[src/rtl/stall_consts.svh]
// register map, reset values and timing figures for the stall prevention block
`ifndef STALL_CONSTS_SVH
`define STALL_CONSTS_SVH
`define ADDR_CTRL 8'h00
`define ADDR_LIMIT 8'h04
`define ADDR_BASE 8'h08
`define ADDR_ACC1 8'h0C
`define ADDR_DEC1 8'h10
`define ADDR_DEC2 8'h14
`define ADDR_FREF 8'h18
`define ADDR_BUSV 8'h1C
`define ADDR_STAT 8'h20
`define ADDR_FOUT 8'h24
`define SEL_OFF 2'h0
`define SEL_NORMAL 2'h1
`define SEL_SMART 2'h2
`define SEL_BRAKE 2'h3
`define METHOD_VEC_A 2'h2
`define METHOD_VEC_B 2'h3
`define LIM_OFF 8'hC8
`define ACC_LIM_RST 8'h96
`define RUN_LIM_RST 8'hA0
`define RUN_LIM_MIN 8'h1E
`define CTRL_RST 9'h015
`define STEP_RST 16'h0001
`define BASE_RST 16'h0600
`define BUS_THR_RST 16'h0300
`define MAX_STEP 16'h0100
`define RESP_OKAY 2'h0
`define RESP_SLVERR 2'h2
`define CLK_PERIOD_NS 20
`define TICK_NS 1000000
`define TICK_CYCLES (`TICK_NS / `CLK_PERIOD_NS)
`define TICK_MS 1
`define RUN_DELAY_MS 100
`define RUN_DELAY_TICKS (`RUN_DELAY_MS / `TICK_MS)
`endif

[src/rtl/stall_pkg.sv]
// types shared by the stall prevention block
package stall_pkg;
    typedef struct packed {
        logic brake_fitted;
        logic [1:0] drive_method_select;
        logic [1:0] run_stall_select;
        logic [1:0] decel_stall_select;
        logic [1:0] accel_stall_select;
    } ctrl_t;
    typedef struct packed {
        logic [9:0] motor_current;
        logic [15:0] dc_bus_voltage;
    } meas_t;
    typedef struct packed {
        logic accel_hold;
        logic decel_stretch;
        logic run_limit;
        logic reject;
    } flags_t;
    typedef enum logic [2:0] {
        ph_steady,
        ph_accel,
        ph_decel,
        ph_run_dip,
        ph_run_recover
    } phase_t;
endpackage : stall_pkg

[src/rtl/stall_prevention_current_limit.sv]
// stall prevention and current limit on the output frequency ramp
// Functional notes
// accel select 0: plain ramp, no limiting
// accel select 1: current slows the ramp
// accel select 2: fastest ramp current allows
// accel limit 0..200 percent, default 150
// accel limit 200 disables accel limiting
// over accel limit: hold frequency, else ramp
// above base frequency scale limit by base/freq
// decel select 0: no bus voltage protection
// decel select 1: stretch decel on high bus
// decel select 2: fastest decel bus allows
// decel select 3: braking resistor fast decel
// decel 2 refused in vector methods
// decel 3 refused with vector and resistor
// user sets decel 0 with braking resistor
// run select 0: no running limit
// run select 1: dip by decel one after 100ms
// run select 2: dip by decel two
// run limit 30..200 percent, default 160
// run limit 200 disables running limit
// dip while over, climb back when under
// bus threshold register decides decel stretching
//
// Added by the designer: the AXI4-Lite register port and the register addresses.
`include "stall_consts.svh"
module stall_prevention_current_limit #(
    parameter int unsigned TICK_CYCLES = `TICK_CYCLES
) (
    // clock and reset
    input wire logic ref_clk,
    input wire logic sys_rst,
    // axi4-lite write address and data
    input wire logic [7:0] s_axi_awaddr,
    input wire logic s_axi_awvalid,
    output logic s_axi_awready,
    input wire logic [31:0] s_axi_wdata,
    input wire logic [3:0] s_axi_wstrb,
    input wire logic s_axi_wvalid,
    output logic s_axi_wready,
    // axi4-lite write response
    output logic [1:0] s_axi_bresp,
    output logic s_axi_bvalid,
    input wire logic s_axi_bready,
    // axi4-lite read
    input wire logic [7:0] s_axi_araddr,
    input wire logic s_axi_arvalid,
    output logic s_axi_arready,
    output logic [31:0] s_axi_rdata,
    output logic [1:0] s_axi_rresp,
    output logic s_axi_rvalid,
    input wire logic s_axi_rready,
    // power stage measurements
    input wire stall_pkg::meas_t meas,
    // frequency command and state
    output logic [15:0] out_freq,
    output stall_pkg::flags_t flags
);
    stall_pkg::ctrl_t ctrl;
    logic [7:0] acc_lim;
    logic [7:0] run_lim;
    logic [15:0] base_freq;
    logic [15:0] acc_step;
    logic [15:0] dec1_step;
    logic [15:0] dec2_step;
    logic [15:0] freq_ref;
    logic [15:0] bus_thr;
    stall_pkg::phase_t phase;
    stall_pkg::phase_t phase_w;
    logic aw_held;
    logic w_held;
    logic [7:0] aw_addr;
    logic [31:0] w_data;
    logic [3:0] w_strb;
    logic tick;
    logic run_active;
    logic [6:0] run_cnt;

    tick_divider #(
        .DIV(TICK_CYCLES)
    ) u_tick (
        .ref_clk(ref_clk),
        .sys_rst(sys_rst),
        .tick(tick)
    );

    // register read view, shared by reads and by byte-merged writes
    function automatic logic [31:0] reg_word(input logic [7:0] a);
        logic [31:0] v;
        v = 32'h0000_0000;
        unique case (a)
            `ADDR_CTRL: v[8:0] = ctrl;
            `ADDR_LIMIT: v[15:0] = {run_lim, acc_lim};
            `ADDR_BASE: v[15:0] = base_freq;
            `ADDR_ACC1: v[15:0] = acc_step;
            `ADDR_DEC1: v[15:0] = dec1_step;
            `ADDR_DEC2: v[15:0] = dec2_step;
            `ADDR_FREF: v[15:0] = freq_ref;
            `ADDR_BUSV: v[15:0] = bus_thr;
            `ADDR_STAT: v[6:0] = {phase, flags};
            `ADDR_FOUT: v[15:0] = out_freq;
            default: v = 32'h0000_0000;
        endcase
        return v;
    endfunction : reg_word

    // write decode
    logic do_write;
    logic [31:0] wmask;
    logic [31:0] new_word;
    stall_pkg::ctrl_t new_ctrl;
    logic vec_mode;
    logic ctrl_bad;
    logic lim_bad;
    logic hit_ctrl;
    logic hit_lim;
    logic hit_stat;
    logic mapped_w;
    logic wr_err;
    logic reject_set;
    logic reject_clr;

    assign do_write = aw_held && w_held && !s_axi_bvalid;
    assign wmask = {{8{w_strb[3]}}, {8{w_strb[2]}}, {8{w_strb[1]}}, {8{w_strb[0]}}};
    // a process, not an assign: the merge must follow the registers read inside reg_word
    always_comb
    begin
        new_word = (reg_word(aw_addr) & ~wmask) | (w_data & wmask);
    end
    assign new_ctrl = stall_pkg::ctrl_t'(new_word[8:0]);
    assign vec_mode = (new_ctrl.drive_method_select == `METHOD_VEC_A)
                   || (new_ctrl.drive_method_select == `METHOD_VEC_B);
    assign ctrl_bad = vec_mode && ((new_ctrl.decel_stall_select == `SEL_SMART)
        || (new_ctrl.decel_stall_select == `SEL_BRAKE && new_ctrl.brake_fitted));
    assign lim_bad = (new_word[7:0] > `LIM_OFF)
        || (new_word[15:8] > `LIM_OFF) || (new_word[15:8] < `RUN_LIM_MIN);
    assign hit_ctrl = aw_addr == `ADDR_CTRL;
    assign hit_lim = aw_addr == `ADDR_LIMIT;
    assign hit_stat = aw_addr == `ADDR_STAT;
    assign mapped_w = hit_ctrl || hit_lim || hit_stat || (aw_addr == `ADDR_BASE)
        || (aw_addr == `ADDR_ACC1) || (aw_addr == `ADDR_DEC1) || (aw_addr == `ADDR_DEC2)
        || (aw_addr == `ADDR_FREF) || (aw_addr == `ADDR_BUSV);
    assign reject_set = do_write && ((hit_ctrl && ctrl_bad) || (hit_lim && lim_bad));
    assign wr_err = !mapped_w || reject_set;
    assign reject_clr = do_write && hit_stat && w_strb[0] && w_data[0];

    // write channel: address and data accepted in either order
    always_ff @(posedge ref_clk or posedge sys_rst)
    begin
        if (sys_rst)
        begin
            aw_held <= 1'b0;
            aw_addr <= 8'h00;
            s_axi_awready <= 1'b1;
        end
        else if (s_axi_awvalid && s_axi_awready)
        begin
            aw_held <= 1'b1;
            aw_addr <= s_axi_awaddr;
            s_axi_awready <= 1'b0;
        end
        else if (do_write)
            aw_held <= 1'b0;
        else if (s_axi_bvalid && s_axi_bready)
            s_axi_awready <= 1'b1;
    end

    always_ff @(posedge ref_clk or posedge sys_rst)
    begin
        if (sys_rst)
        begin
            w_held <= 1'b0;
            w_data <= 32'h0000_0000;
            w_strb <= 4'h0;
            s_axi_wready <= 1'b1;
        end
        else if (s_axi_wvalid && s_axi_wready)
        begin
            w_held <= 1'b1;
            w_data <= s_axi_wdata;
            w_strb <= s_axi_wstrb;
            s_axi_wready <= 1'b0;
        end
        else if (do_write)
            w_held <= 1'b0;
        else if (s_axi_bvalid && s_axi_bready)
            s_axi_wready <= 1'b1;
    end

    always_ff @(posedge ref_clk or posedge sys_rst)
    begin
        if (sys_rst)
        begin
            s_axi_bvalid <= 1'b0;
            s_axi_bresp <= `RESP_OKAY;
        end
        else if (do_write)
        begin
            s_axi_bvalid <= 1'b1;
            s_axi_bresp <= wr_err ? `RESP_SLVERR : `RESP_OKAY;
        end
        else if (s_axi_bready)
            s_axi_bvalid <= 1'b0;
    end

    // rejected settings leave the old value in place
    always_ff @(posedge ref_clk or posedge sys_rst)
    begin
        if (sys_rst)
        begin
            ctrl <= `CTRL_RST;
            acc_lim <= `ACC_LIM_RST;
            run_lim <= `RUN_LIM_RST;
        end
        else if (do_write && !wr_err)
        begin
            if (hit_ctrl)
                ctrl <= new_ctrl;
            if (hit_lim)
                {run_lim, acc_lim} <= new_word[15:0];
        end
    end

    always_ff @(posedge ref_clk or posedge sys_rst)
    begin
        if (sys_rst)
        begin
            base_freq <= `BASE_RST;
            acc_step <= `STEP_RST;
            dec1_step <= `STEP_RST;
            dec2_step <= `STEP_RST;
            freq_ref <= 16'h0000;
            bus_thr <= `BUS_THR_RST;
        end
        else if (do_write)
        begin
            unique case (aw_addr)
                `ADDR_BASE: base_freq <= new_word[15:0];
                `ADDR_ACC1: acc_step <= new_word[15:0];
                `ADDR_DEC1: dec1_step <= new_word[15:0];
                `ADDR_DEC2: dec2_step <= new_word[15:0];
                `ADDR_FREF: freq_ref <= new_word[15:0];
                `ADDR_BUSV: bus_thr <= new_word[15:0];
                default: ;
            endcase
        end
    end

    // read channel
    always_ff @(posedge ref_clk or posedge sys_rst)
    begin
        if (sys_rst)
        begin
            s_axi_arready <= 1'b1;
            s_axi_rvalid <= 1'b0;
            s_axi_rdata <= 32'h0000_0000;
            s_axi_rresp <= `RESP_OKAY;
        end
        else if (s_axi_arvalid && s_axi_arready)
        begin
            s_axi_arready <= 1'b0;
            s_axi_rvalid <= 1'b1;
            s_axi_rdata <= reg_word(s_axi_araddr);
            s_axi_rresp <= (s_axi_araddr > `ADDR_FOUT || s_axi_araddr[1:0] != 2'h0)
                ? `RESP_SLVERR : `RESP_OKAY;
        end
        else if (s_axi_rvalid && s_axi_rready)
        begin
            s_axi_rvalid <= 1'b0;
            s_axi_arready <= 1'b1;
        end
    end

    // limit decisions
    logic [9:0] cur;
    logic [25:0] prod_cur;
    logic [23:0] prod_lim;
    logic over_acc;
    logic acc_en;
    logic acc_hold_w;
    logic [15:0] acc_rate;
    logic bus_high;
    logic dec_slow_w;
    logic [15:0] dec_rate;
    logic run_en;
    logic over_run;
    logic [15:0] run_rate;
    logic [15:0] goal;
    logic [15:0] step;
    logic [15:0] next_freq;

    assign cur = meas.motor_current;
    // cross-multiplied so the scaled limit needs no divider
    assign prod_cur = 26'(cur * out_freq);
    assign prod_lim = 24'(acc_lim * base_freq);
    assign over_acc = (out_freq > base_freq) ? (prod_cur > {2'b00, prod_lim})
                                             : (cur > {2'b00, acc_lim});
    assign acc_en = (ctrl.accel_stall_select != `SEL_OFF) && (acc_lim != `LIM_OFF);
    assign acc_hold_w = acc_en && over_acc;
    assign acc_rate = (ctrl.accel_stall_select == `SEL_SMART) ? `MAX_STEP : acc_step;
    assign bus_high = meas.dc_bus_voltage > bus_thr;
    assign dec_slow_w = (ctrl.decel_stall_select != `SEL_OFF) && bus_high;
    assign dec_rate =
        (ctrl.decel_stall_select == `SEL_OFF) ? dec1_step :
        (ctrl.decel_stall_select == `SEL_NORMAL) ? (bus_high ? 16'h0000 : dec1_step) :
        (ctrl.decel_stall_select == `SEL_SMART) ? (bus_high ? 16'h0000 : `MAX_STEP) :
        (bus_high ? {1'b0, dec1_step[15:1]} : {dec1_step[14:0], 1'b0});
    assign run_en = (ctrl.run_stall_select != `SEL_OFF) && (run_lim != `LIM_OFF);
    assign over_run = cur > {2'b00, run_lim};
    assign run_rate = (ctrl.run_stall_select == `SEL_SMART) ? dec2_step : dec1_step;

    assign phase_w = run_active ? (over_run ? stall_pkg::ph_run_dip
                                            : stall_pkg::ph_run_recover)
                   : (out_freq < freq_ref) ? stall_pkg::ph_accel
                   : (out_freq > freq_ref) ? stall_pkg::ph_decel
                   : stall_pkg::ph_steady;

    always_comb
    begin
        goal = freq_ref;
        step = 16'h0000;
        unique case (phase_w)
            stall_pkg::ph_accel: step = acc_hold_w ? 16'h0000 : acc_rate;
            stall_pkg::ph_decel: step = dec_rate;
            stall_pkg::ph_run_dip:
            begin
                goal = 16'h0000;
                step = run_rate;
            end
            stall_pkg::ph_run_recover: step = acc_step;
            stall_pkg::ph_steady: step = 16'h0000;
        endcase
    end

    ramp_step u_step (
        .now(out_freq),
        .goal(goal),
        .step(step),
        .next_freq(next_freq)
    );

    always_ff @(posedge ref_clk or posedge sys_rst)
    begin
        if (sys_rst)
            out_freq <= 16'h0000;
        else if (tick)
            out_freq <= next_freq;
    end

    // running limit: over limit at speed agree for the full delay
    always_ff @(posedge ref_clk or posedge sys_rst)
    begin
        if (sys_rst)
        begin
            run_active <= 1'b0;
            run_cnt <= 7'h00;
        end
        else if (!run_en)
        begin
            run_active <= 1'b0;
            run_cnt <= 7'h00;
        end
        else if (tick)
        begin
            if (run_active)
                run_active <= over_run || (next_freq != freq_ref);
            else if (out_freq == freq_ref && over_run)
            begin
                run_active <= run_cnt == 7'(`RUN_DELAY_TICKS);
                run_cnt <= (run_cnt == 7'(`RUN_DELAY_TICKS)) ? 7'h00 : run_cnt + 7'h01;
            end
            else
                run_cnt <= 7'h00;
        end
    end

    // status; a reject in the same cycle as its clear stays set
    always_ff @(posedge ref_clk or posedge sys_rst)
    begin
        if (sys_rst)
        begin
            flags <= '0;
            phase <= stall_pkg::ph_steady;
        end
        else
        begin
            flags.accel_hold <= (phase_w == stall_pkg::ph_accel) && acc_hold_w;
            flags.decel_stretch <= (phase_w == stall_pkg::ph_decel) && dec_slow_w;
            flags.run_limit <= run_active;
            flags.reject <= reject_set || (flags.reject && !reject_clr);
            phase <= phase_w;
        end
    end
endmodule : stall_prevention_current_limit

[src/rtl/tick_divider.sv]
// divides the control clock into a one-cycle ramp tick
module tick_divider #(
    parameter int unsigned DIV = 2
) (
    // clock and reset
    input wire logic ref_clk,
    input wire logic sys_rst,
    // tick
    output logic tick
);
    localparam int W = $clog2(DIV + 1);
    logic [W-1:0] count;

    always_ff @(posedge ref_clk or posedge sys_rst)
    begin
        if (sys_rst)
        begin
            count <= '0;
            tick <= 1'b0;
        end
        else if (count == W'(DIV - 1))
        begin
            count <= '0;
            tick <= 1'b1;
        end
        else
        begin
            count <= count + 1'b1;
            tick <= 1'b0;
        end
    end
endmodule : tick_divider

[src/rtl/ramp_step.sv]
// one saturating frequency step toward a goal
module ramp_step (
    // present frequency, goal and step size
    input wire logic [15:0] now,
    input wire logic [15:0] goal,
    input wire logic [15:0] step,
    // result
    output logic [15:0] next_freq
);
    logic [16:0] up_sum;
    logic [16:0] dn_diff;
    logic going_up;
    logic up_past;
    logic dn_past;

    assign up_sum = {1'b0, now} + {1'b0, step};
    assign dn_diff = {1'b0, now} - {1'b0, step};
    assign going_up = goal > now;
    // never step across the goal, never wrap below zero
    assign up_past = up_sum > {1'b0, goal};
    assign dn_past = dn_diff[16] || (dn_diff[15:0] < goal);
    assign next_freq = going_up ? (up_past ? goal : up_sum[15:0])
                                : (dn_past ? goal : dn_diff[15:0]);
endmodule : ramp_step

[config.mk]
export PLATFORM = sky130hd
export DESIGN_NAME = stall_prevention_current_limit
export DESIGN_NICKNAME = d
export VERILOG_FILES = /design/src/rtl/stall_pkg.sv /design/src/rtl/stall_prevention_current_limit.sv /design/src/rtl/tick_divider.sv /design/src/rtl/ramp_step.sv
export VERILOG_INCLUDE_DIRS = /design/src /design/src/rtl
export SDC_FILE = /design/constraint.sdc
export NUM_CORES = 2
export LEC_CHECK = 0
export BUFFER_PORTS_ARGS = -buffer_cell sky130_fd_sc_hd__buf_2
export CAP_MARGIN = 20
export CORE_ASPECT_RATIO = 1.1
export CORE_UTILIZATION = 65
export CTS_CLUSTER_DIAMETER = 100
export DETAILED_ROUTE_END_ITERATION = 10
export GPL_TIMING_DRIVEN = 0
export PLACE_DENSITY = 0.95
export SETUP_SLACK_MARGIN = 0.4
export SYNTH_ARGS = -nofsm -noshare
export SYNTH_HDL_FRONTEND = slang
export SYNTH_SLANG_ARGS = --single-unit
[constraint.sdc]
create_clock -name ref_clk -period 20.3 [get_ports ref_clk]
set_input_delay 1.015 -clock ref_clk [delete_from_list [all_inputs] [get_ports ref_clk]]
set_output_delay 1.015 -clock ref_clk [all_outputs]
set_load 0.1 [all_outputs]
==> impl_metrics.py <==
metrics = {
    "timing": {
        "finClkSkew_ns": 0.0343,
        "period_needed_ns": 15.68,
        "period_share_pct": 77.2,
        "worst_pin_slew_ns": 1.50,
        "final-hold-violation-count": 0,
        "clock.fmax_mhz": 63.8,
        "report.final.slew_viol_count": 9,
        "tns_ns": 0,
        "setup_viol": 0,
        "rsz0062_at_grt": "no",
        "slew_headroom_pct": -0.275,
    },
    "logic_synthesis": {
        "ys_async_sr_fraction_pct": 100,
        "seq_area_frac_synth_pct": 20.7,
        "synthDistinctLibCells": 102,
        "ys_top_cells_by_area": "dfrtp_1, fa_1, ha_1, nand2_1, inv_1",
        "yosysTopAreaCell": "dfrtp_1",
        "synth.top_cell.area_share_pct": 18.8,
        "syn_area_mm2": 0.0268,
        "postSynthAreaPerCell_um2": 8.42,
        "synth_flop_cell": "dfrtp_1",
        "synth_edf_count": 0,
        "ys_seq_elements": 220,
        "syn_inst": 3178,
        "yosysWarnings": 0,
    },
    "global_routing": {
        "grtUsageMet2_pct": 76.0,
        "grt_pass1_vias": 26500,
        "grt_usage_pct": 50.8,
        "grt_pass1_wl_um": 159000,
        "use_met1_pct": 60.1,
        "antenna_found_initial": 5,
        "top_usage_layer": "met2",
        "grt-ovfl-total": 0,
        "grt_max_degree": 125,
        "grt_util_met3_pct": 16.2,
    },
    "layout": {
        "nNetsFinal": 3896,
        "syn2layout_area_growth_pct": 8.52,
        "mostFrequentLayoutCells": "nand2_1, inv_1, ha_1, nor2_1, dfrtp_1",
        "finish.utilization_pct": 71.9,
        "drive_gt1_share_pct": 9.08,
        "final_common_cell": "nand2_1",
    },
    "clocking": {
        "cts-resized-gates": 0,
        "insertion_delay_ns": 0.59,
        "htree_levels": 1,
        "cts_buffers": 25,
        "post_cts_buffers": 0,
        "cts-root-buf": "clkbuf_16",
        "clk_path_buf_depth": 3,
        "cts.sinks": 220,
        "cts_hold_buf": 0,
        "cts_tree": "done",
        "clk_pin_slew_worst_paths_ns": 0.07,
    },
    "power": {
        "irDropWorstVdd_mv": 0.195,
        "power_density_mw_per_mm2": 121,
        "cellLeakagePower_uw": 0.0134,
    },
    "drt": {
        "routed_wirelength_um": 106000,
        "dr.pass1.iters": 7,
        "drt-initial-drc-count": 3686,
        "routedWlPerCell_um": 27.4,
        "vias": 26800,
        "drcViolationCount": 0,
        "ant_nets": 0,
        "routed_via_density": 6.90,
    },
    "run_status": {
        "violations": "max-slew violations",
        "status": "finished, violations left",
    },
    "critical_path": {
        "critPathMaxStageDelay_ns": 1.02,
        "worstPathArrival_ns": 16.07,
        "crit_type": "reg -> reg",
        "critPathLaunchType": "flip-flop",
        "cp_top_family": "compound AO/OA/AOI/OAI gates",
        "critPathMaxFanout": 10,
        "path_buf_inv": 9,
        "crit_required_ns": 20.69,
        "worst_setup_path_end_kind": "flip-flop",
        "slowest_stage": "dfrtp_1",
    },
    "floorplan": {
        "die_h_um": 215,
        "boundaryPins": 146,
        "dieArea_mm2": 0.0420,
        "initial_core_util_pct": 66.3,
        "core_area_mm2": 0.0404,
        "fp.dieW_um": 195,
        "rows": 77,
    },
    "placed_design": {
        "port_buffers": 109,
        "gp_congestion": 1.10,
        "post-dp-hpwl_um": 81100,
    },
    "run": {
        "max-cap-violations": 0,
    },
    "min_path": {
        "hp-class": "reg -> reg",
    },
}
## per-layer routing
| metal | vias to the layer above | wire length [um] |
|---|---|---|
| met1 | 12700 | 36100 |
| met5 | - | 0 |
| li1 | 11200 | - |
| met3 | 677 | 14400 |
| met2 | 2155 | 45000 |
| met4 | 0 | 10900 |
## synthesized netlist by cell type (all sizes together), types with 31 or more instances
| master | n |
|---|---|
| a21o | 46 |
| a21oi | 181 |
| a22oi | 66 |
| and2 | 84 |
| buf | 48 |
| clkbuf | 124 |
| dfrtp | 201 |
| fa | 196 |
| ha | 275 |
| inv | 374 |
| mux2 | 47 |
| mux2i | 62 |
| nand2 | 378 |
| nand2b | 36 |
| nand3 | 40 |
| nand4 | 31 |
| nor2 | 238 |
| nor2b | 38 |
| nor3 | 42 |
| o211ai | 34 |
| o21ai | 176 |
| xnor2 | 62 |
## worst paths after layout
check / start / to / slack, ns / cells past startpoint
min in group asynchronous: sys_rst / u_tick.count[5]$_DFF_PP0_ / 0.50 / 2
setup reg to reg: out_freq[6]$_DFFE_PP0P_ / run_active$_DFFE_PP0P_ / 4.62 / 50
hold / removal: run_active$_DFFE_PP0P_ / flags[1]$_DFF_PP0_ / 0.42 / 0
setup / recovery: out_freq[6]$_DFFE_PP0P_ / run_active$_DFFE_PP0P_ / 4.62 / 50
max in group asynchronous: sys_rst / out_freq[11]$_DFFE_PP0P_ / 18.68 / 3
hold reg to reg: run_active$_DFFE_PP0P_ / flags[1]$_DFF_PP0_ / 0.42 / 0
## metrics by stage
step / std cells / total power (uW) / setup WS, ns / hold WS [ns] / area [um^2]
floorplan: 3195 / 2240 / 8.04 / 0.367 / 26800
global placement: 3817 / 2810 / 5.39 / 0.393 / 28000
detailed placement: 3825 / 2920 / 5.14 / 0.390 / 28100
CTS: 3871 / 3430 / 5.35 / 0.411 / 29000
global route: 3873 / 3770 / 4.10 / 0.440 / 29000
finish: 3878 / 3530 / 4.62 / 0.416 / 29000
## kinds of logic after synthesis
| logic type | share of synthesized area, % |
|---|---|
| buffers and inverters | 8.24 |
| adders and majority gates | 27.5 |
| DFF | 20.7 |
| xor gates and xnor gates | 2.85 |
| AOI/OAI and AO/OA | 18.7 |
| and+or+nand+nor | 17.3 |
| other | 0.0140 |
| muxes | 4.70 |
## flip-flops by register name, summed over array words and instances (netlist names), 2 cells and up
register      count
dec1_step        16
run_lim           8
acc_lim           8
ctrl              9
base_freq        16
run_cnt           7
u_tick.count     16
dec2_step        16
freq_ref         16
aw_addr           8
bus_thr          16
flags             4
phase             3
w_strb            2
w_data           16
out_freq         16
acc_step         16
s_axi_rdata      16
## cell type report
class	count	area [um^2]
Clock inverter	10	150
Timing Repair Buffer	118	656
Buffer	172	787
Clock buffer	36	727
Inverter	378	1430
Antenna cell	6	15.0
Sequential cell	220	5530
Fill cell	2985	11300
Multi-Input combinational cell	2425	19100
Tap cell	513	642
## power breakdown
group	leakage (uW)	internal [uW]	switching, uW
Clock	0.000436	289	211
Sequential	0.00284	493	88.3
Combinational	0.0101	936	1510
Total	0.0134	1720	1810
No activity file was read; power rests on OpenSTA's default activity.
